--- src/rtl/cmb_pkg.sv ---
// Purpose: constants for the receive mask and buffer status block
// Assumes: 16-bit register port, word-indexed register addresses
// Notes: offsets are register indices on the plain port
package cmb_pkg;
   localparam int unsigned ADDR_W = 4;
   localparam int unsigned DATA_W = 16;
   // register indices
   localparam logic [3:0] OFS_MASK_SEL = 4'h0;
   localparam logic [3:0] OFS_M0_STD = 4'h1;
   localparam logic [3:0] OFS_M0_EXT = 4'h2;
   localparam logic [3:0] OFS_M1_STD = 4'h3;
   localparam logic [3:0] OFS_M1_EXT = 4'h4;
   localparam logic [3:0] OFS_M2_STD = 4'h5;
   localparam logic [3:0] OFS_M2_EXT = 4'h6;
   localparam logic [3:0] OFS_FULL_LO = 4'h7;
   localparam logic [3:0] OFS_FULL_HI = 4'h8;
   localparam logic [3:0] OFS_OVF_LO = 4'h9;
   localparam logic [3:0] OFS_OVF_HI = 4'ha;
   // reset values
   localparam logic [15:0] RST_MASK_SEL = 16'h0000;
   localparam logic [15:0] RST_MASK_WORD = 16'h0000;
   localparam logic [31:0] RST_FLAGS = 32'h0000_0000;
   // standard word layout
   localparam int unsigned STD_HI = 15;
   localparam int unsigned STD_LO = 5;
   localparam int unsigned IDTYPE_BIT = 3;
   localparam logic [15:0] STD_WORD_MASK = 16'hffeb; // bits 4 and 2 unimpl
   // mask source codes
   localparam logic [1:0] SRC_SET0 = 2'h0;
   localparam logic [1:0] SRC_SET1 = 2'h1;
   localparam logic [1:0] SRC_SET2 = 2'h2;
   localparam logic [1:0] SRC_NONE = 2'h3;
   localparam int unsigned FIRST_FILTER = 8;
   localparam int unsigned NUM_SEL = 8;
   localparam int unsigned NUM_BUF = 32;
endpackage

--- src/rtl/cmb_match.sv ---
// Purpose: one acceptance compare of a frame id against a filter
// Assumes: mask words already selected by the caller
// Notes: purely combinational
`timescale 1ns/1ps
`default_nettype none
module cmb_match (
   // frame
   input wire logic [10:0] frame_std_id,
   input wire logic [17:0] frame_ext_id,
   input wire logic frame_ext,
   // filter
   input wire logic [10:0] filt_std_id,
   input wire logic [17:0] filt_ext_id,
   input wire logic filter_extended_select,
   // mask
   input wire logic [10:0] mask_std_id,
   input wire logic [17:0] mask_ext_id,
   input wire logic id_type_match_control,
   // result
   output logic hit
);
   logic std_ok;
   logic ext_ok;
   // only bits whose mask is 1 take part in the compare
   always_comb begin
      std_ok = ((frame_std_id ^ filt_std_id) & mask_std_id)
         == 11'h000;
      ext_ok = ((frame_ext_id ^ filt_ext_id) & mask_ext_id)
         == 18'h00000;
      if (id_type_match_control) begin
         // type must agree with the filter's extended select
         hit = (frame_ext == filter_extended_select) && std_ok &&
            (!frame_ext || ext_ok);
      end else begin
         // either type accepted: standard id alone, or full id
         hit = std_ok && (!frame_ext || ext_ok);
      end
   end
endmodule
`default_nettype wire

--- src/rtl/cmb_rx_mask_status.sv ---
// Purpose: mask selection for filters 8-15, mask sets, rx buffer flags
// Assumes: frame store requests arrive as one-cycle pulses with a buffer
// Notes: registers read one cycle after the read strobe
`timescale 1ns/1ps
`default_nettype none
module cmb_rx_mask_status #(
   parameter int unsigned NUM_BUFFERS = 32
) (
   // clock and reset
   input wire logic clk,
   input wire logic nrst,
   input wire logic ce,
   // register port
   input wire logic [3:0] reg_addr,
   input wire logic [15:0] reg_wdata,
   input wire logic reg_wr,
   input wire logic reg_rd,
   output logic [15:0] reg_rdata,
   // acceptance query for one of filters 8-15
   input wire logic [2:0] filter_index,
   input wire logic [10:0] frame_std_id,
   input wire logic [17:0] frame_ext_id,
   input wire logic frame_ext,
   input wire logic [10:0] filt_std_id,
   input wire logic [17:0] filt_ext_id,
   input wire logic filter_extended_select,
   output logic filter_hit,
   // buffer store event
   input wire logic store_valid,
   input wire logic [4:0] store_buffer,
   // flag view
   output logic [31:0] rx_buffer_full_flag,
   output logic [31:0] rx_buffer_overflow_flag
);
   // flags live in two fixed 16-bit words; refuse any other count
   if (NUM_BUFFERS != cmb_pkg::NUM_BUF) begin : g_bad_buffers
      $error("NUM_BUFFERS must be 32");
   end

   // ----------------------------------------
   // state
   // ----------------------------------------
   logic [15:0] sel_reg, sel_next;
   logic [15:0] msid_reg [3];
   logic [15:0] msid_next [3];
   logic [15:0] meid_reg [3];
   logic [15:0] meid_next [3];
   logic [31:0] full_reg, full_next;
   logic [31:0] ovf_reg, ovf_next;
   logic [15:0] rdata_reg, rdata_next;

   // source selector field of one filter
   function automatic logic [1:0] src_of(input logic [15:0] sel,
                                         input logic [2:0] idx);
      src_of = sel[{idx, 1'b0} +: 2];
   endfunction

   // clear-on-zero write, with set winning over clear
   function automatic logic [15:0] w0c(input logic [15:0] cur,
                                       input logic [15:0] wd,
                                       input logic wr,
                                       input logic [15:0] set);
      w0c = (wr ? (cur & wd) : cur) | set;
   endfunction

   // ----------------------------------------
   // acceptance path
   // ----------------------------------------
   logic [1:0] src;
   logic [1:0] set_idx;
   logic [10:0] use_msid;
   logic [17:0] use_meid;
   logic use_type;

   // pick mask set; no mask means every bit is compared
   always_comb begin
      src = src_of(sel_reg, filter_index);
      set_idx = 2'h0;
      use_msid = 11'h7ff;
      use_meid = 18'h3ffff;
      use_type = 1'b0;
      unique case (src)
         cmb_pkg::SRC_SET0: set_idx = 2'h0;
         cmb_pkg::SRC_SET1: set_idx = 2'h1;
         cmb_pkg::SRC_SET2: set_idx = 2'h2;
         cmb_pkg::SRC_NONE: set_idx = 2'h3;
      endcase
      if (set_idx != 2'h3) begin
         use_msid = msid_reg[set_idx][cmb_pkg::STD_HI:cmb_pkg::STD_LO];
         use_meid = {msid_reg[set_idx][1:0], meid_reg[set_idx]};
         use_type = msid_reg[set_idx][cmb_pkg::IDTYPE_BIT];
      end
   end

   // with no mask the type control is off, so either type may hit
   cmb_match u_match (
      .frame_std_id(frame_std_id),
      .frame_ext_id(frame_ext_id),
      .frame_ext(frame_ext),
      .filt_std_id(filt_std_id),
      .filt_ext_id(filt_ext_id),
      .filter_extended_select(filter_extended_select),
      .mask_std_id(use_msid),
      .mask_ext_id(use_meid),
      .id_type_match_control(use_type),
      .hit(filter_hit)
   );

   // ----------------------------------------
   // register writes and flag updates
   // ----------------------------------------
   logic [31:0] set_full;
   logic [31:0] set_ovf;
   logic wr_fl, wr_fh, wr_ol, wr_oh;

   always_comb begin
      sel_next = sel_reg;
      msid_next = msid_reg;
      meid_next = meid_reg;
      set_full = 32'h0000_0000;
      set_ovf = 32'h0000_0000;
      if (store_valid) begin
         set_full[store_buffer] = 1'b1;
         set_ovf[store_buffer] = full_reg[store_buffer];
      end
      wr_fl = reg_wr && (reg_addr == cmb_pkg::OFS_FULL_LO);
      wr_fh = reg_wr && (reg_addr == cmb_pkg::OFS_FULL_HI);
      wr_ol = reg_wr && (reg_addr == cmb_pkg::OFS_OVF_LO);
      wr_oh = reg_wr && (reg_addr == cmb_pkg::OFS_OVF_HI);
      if (reg_wr) begin
         unique case (reg_addr)
            cmb_pkg::OFS_MASK_SEL: sel_next = reg_wdata;
            cmb_pkg::OFS_M0_STD:
               msid_next[0] = reg_wdata & cmb_pkg::STD_WORD_MASK;
            cmb_pkg::OFS_M0_EXT: meid_next[0] = reg_wdata;
            cmb_pkg::OFS_M1_STD:
               msid_next[1] = reg_wdata & cmb_pkg::STD_WORD_MASK;
            cmb_pkg::OFS_M1_EXT: meid_next[1] = reg_wdata;
            cmb_pkg::OFS_M2_STD:
               msid_next[2] = reg_wdata & cmb_pkg::STD_WORD_MASK;
            cmb_pkg::OFS_M2_EXT: meid_next[2] = reg_wdata;
            default: ; // flags and unmapped handled below
         endcase
      end
      // a store in the clearing cycle still leaves the flag set
      full_next = {w0c(full_reg[31:16], reg_wdata, wr_fh, set_full[31:16]),
         w0c(full_reg[15:0], reg_wdata, wr_fl, set_full[15:0])};
      ovf_next = {w0c(ovf_reg[31:16], reg_wdata, wr_oh, set_ovf[31:16]),
         w0c(ovf_reg[15:0], reg_wdata, wr_ol, set_ovf[15:0])};
   end

   // read mux; unmapped indices read zero
   always_comb begin
      rdata_next = rdata_reg;
      if (reg_rd) begin
         unique case (reg_addr)
            cmb_pkg::OFS_MASK_SEL: rdata_next = sel_reg;
            cmb_pkg::OFS_M0_STD: rdata_next = msid_reg[0];
            cmb_pkg::OFS_M0_EXT: rdata_next = meid_reg[0];
            cmb_pkg::OFS_M1_STD: rdata_next = msid_reg[1];
            cmb_pkg::OFS_M1_EXT: rdata_next = meid_reg[1];
            cmb_pkg::OFS_M2_STD: rdata_next = msid_reg[2];
            cmb_pkg::OFS_M2_EXT: rdata_next = meid_reg[2];
            cmb_pkg::OFS_FULL_LO: rdata_next = full_reg[15:0];
            cmb_pkg::OFS_FULL_HI: rdata_next = full_reg[31:16];
            cmb_pkg::OFS_OVF_LO: rdata_next = ovf_reg[15:0];
            cmb_pkg::OFS_OVF_HI: rdata_next = ovf_reg[31:16];
            default: rdata_next = 16'h0000;
         endcase
      end
   end

   // registers; ce low freezes everything
   always_ff @(posedge clk) begin
      if (!nrst) begin
         sel_reg <= cmb_pkg::RST_MASK_SEL;
         for (int i = 0; i < 3; i++) begin
            msid_reg[i] <= cmb_pkg::RST_MASK_WORD;
            meid_reg[i] <= cmb_pkg::RST_MASK_WORD;
         end
         full_reg <= cmb_pkg::RST_FLAGS;
         ovf_reg <= cmb_pkg::RST_FLAGS;
         rdata_reg <= 16'h0000;
      end else if (ce) begin
         sel_reg <= sel_next;
         msid_reg <= msid_next;
         meid_reg <= meid_next;
         full_reg <= full_next;
         ovf_reg <= ovf_next;
         rdata_reg <= rdata_next;
      end
   end

   assign reg_rdata = rdata_reg;
   assign rx_buffer_full_flag = full_reg;
   assign rx_buffer_overflow_flag = ovf_reg;
endmodule
`default_nettype wire

--- config.mk ---
export PLATFORM = sky130hd
export DESIGN_NAME = cmb_rx_mask_status
export DESIGN_NICKNAME = d
export VERILOG_FILES = /design/src/rtl/cmb_pkg.sv /design/src/rtl/cmb_match.sv /design/src/rtl/cmb_rx_mask_status.sv
export SDC_FILE = /design/constraint.sdc
export NUM_CORES = 1
export LEC_CHECK = 0
export BUFFER_PORTS_ARGS = -buffer_cell sky130_fd_sc_hd__buf_2
export CORE_MARGIN = 5
export CORE_UTILIZATION = 50
export CTS_CLUSTER_DIAMETER = 100
export DETAILED_ROUTE_END_ITERATION = 10
export PLACE_DENSITY = 0.72
export SYNTH_ARGS = -nofsm -noshare
export SYNTH_HDL_FRONTEND = slang
export SYNTH_HIERARCHICAL = 1
export SYNTH_SLANG_ARGS = --single-unit
--- constraint.sdc ---
create_clock -name clk -period 4.85 [get_ports clk]
set_input_delay 0.7275 -clock clk [delete_from_list [all_inputs] [get_ports clk]]
set_output_delay 0.7275 -clock clk [all_outputs]
set_load 0.1 [all_outputs]
==> reports/qor.yml <==
fin_crit_ns: 4.44
async_flop_share: 0
grt.overflow.total: 0
antenna_found_initial: 0
grt_pass1_vias: 9138
synthFlopType: "dfxtp_1"
wl_per_cell_um: 24.4
start_kind: "input pin"
fin_area_sq_um: 11600
grt_pass1_wl_um: 55800
rrSetupSlack_ns: 3.01
ys_ff_latch: 186
vias_per_cell: 6.31
portBuffers: 174
maxCapViolCount: 0
synthXorXnorAreaFrac: 0.0262
worst_pin_slew_ns: 1.24
dp_hpwl_um: 27400
setup_tns_ns: 0
post_dp_cell_area_sq_um: 10900
gp_congestion: 0.999
period_share: 0.916
avgSynthCellArea_sq_um: 8.57
drv_slew: 0
hold_class: "flip-flop to flip-flop"
largest_register_ffs: 48
worstPathRequired_ns: 4.12
routed_wirelength_um: 37600
clockBufferDepth: 2
hold_viol_final: 0
max_freq_mhz: 225
synthAdderAreaFrac: 0
synth_compound_area_frac: 0.293
final_antenna_net_count: 0
numCtsBuffers: 17
clkSinkCount: 186
drt-initial-drc-count: 1183
setup_viol: 0
synth_area_sq_um: 10000
dieArea_sq_um: 23000
seq_area_sq_um: 3720
vias: 9756
muxShareOfSynthArea: 0.0751
relSlewSlack: 0.170
ys_types: 53
start_util: 0.512
rows: 51
yosys-top-cells-area: "dfxtp_1 (37%), a21boi_0 (8.9%), nand2_1 (8.3%)"
critical_path.top_delay_family: "multiplexers"
ctsResizeCount: 0
syn_inst: 1170
status: "finished, final reports clean"
grt_max_degree: 108
synth_edf_count: 0
ys_seq_area_frac: 0.371
p_per_area_nw_per_um2: 297
first_pass_iters: 6
cts-root-buf: "clkbuf_16"
synth_top_family_by_area: "compound AO/OA/AOI/OAI gates"
yosys.area_share.simple: 0.182
crit_path_end_kind: "output pin"
clock_latency_ns: 0.43
multi_input_area_sq_um: 5820
yosys.area.top_type: "dfxtp_1"
fp.dieW_um: 152
fin_skew_ns: 0.0121
synth_commonest_cells: "nand2_1 (222), dfxtp_1 (186), a21boi_0 (119)"
worst_ep_arrival_time_ns: 3.72
cts_tree: "built"
coreArea_sq_um: 19600
n_antenna_cell: 0
path_clk_slew_ns: 0.07
holdBufCountCts: 0
synth_nets: 1264
nets: 1361
drive_gt1_frac: 0.195
drc: 0
yosys.cell_count.top_type: "nand2_1"
die_h_um: 152
fillers: 1799
vdd_ir_drop_max_mv: 0.245
worst-path-max-fanout: 20
rsz0062_at_grt: "no"
yosysWarnings: 6
crit_chain: "buf_2 > mux4_1 > mux2i_4 > buf_4 > mux2_2 > nand2_1 > o21ai_0 > a22o_1 > a221oi_2 > nand4_1 > a21oi_1 > buf_12"
htreeDepth: 4
cts_setup_buffers: 0
area_delta_synth_final_pct: 15.3
gr-usage-all-layers: 0.322
io_pins: 175
critPathKind: "input pin to output pin"
crit_slowest_cell: "mux4_1"
power.leakage_uw: 0.00448
synth_top_area_share: 0.371
cp_slowest_stage_delay_ns: 0.62
crit_buf_inv: 3
per-stage QoR:
step / cells / hold WS [ns] / worst slack [ns] / power, uW / util
after floorplan: 1170 / 0.447 / 0.0681 / 1780 / -
after global placement: 1513 / 0.459 / 0.527 / 1900 / 0.557
after detailed placement: 1513 / 0.463 / 0.472 / 1910 / 0.557
after CTS: 1545 / 0.473 / 0.461 / 3440 / 0.590
after global routing: 1545 / 0.502 / 0.290 / 3530 / 0.590
final: 1545 / 0.477 / 0.407 / 3440 / 0.590
power by group:
part / total (uW) / leakage, uW / switching (uW) / internal [uW]
combinational: 330 / 0.00265 / 225 / 105
clock: 1560 / 0.000322 / 669 / 889
sequential: 1550 / 0.00150 / 13.0 / 1540
layer usage:
| layer | global-route usage | routed length, um |
|---|---|---|
| met5 | 0 | 0 |
| met2 | 0.504 | 17400 |
| met3 | 0.0491 | 3280 |
| met1 | 0.432 | 15000 |
| met4 | 0.165 | 1980 |
cell type report:
type	count	share of cell area
clock buffer	17	0.0368
multi-input combinational	869	0.504
clock inverter	15	0.0195
timing repair buffer	189	0.0877
inverter	4	0.00130
sequential	186	0.322
tap	265	0.0287
placed cells by master (no fill, tap or decap), types with 17 or more instances in the layout:
cell type  Yosys  routed
nand2_1      222     222
dfxtp_1      186     186
buf_2         25     172
a21boi_0     119     119
mux2i_1       61      60
a22oi_1       51      51
o21ai_0       48      48
a21oi_1       40      39
o21a_1        32      32
a32o_1        32      32
xor2_1        30      30
nor2_1        29      29
a22o_1        25      25
and2_1        22      22
nor2b_1       18      18
nand2b_1      17      17
and3_1        17      17
clkbuf_16      0      17
logic make-up after synthesis:
kind of cell / after synthesis
and+or+nand+nor: 373
xor gates and xnor gates: 30
muxes: 68
DFF: 186
AOI/OAI and AO/OA: 398
buffers and inverters: 115
worst min-delay path, stage by stage, from the launching register on:
cell and delay (ns):
dfxtp_1 0.32, nand2_1 0.06, a21boi_1 0.05
worst paths after layout:
kind,start,endpoint,cells past startpoint
max,filter_index[0],filter_hit,12
min reg2reg,meid_reg[27],meid_reg[27],2
max reg2reg,rx_buffer_full_flag[23],rx_buffer_overflow_flag[22],6
min,meid_reg[27],meid_reg[27],2
Power figures use the tool's default switching activity.
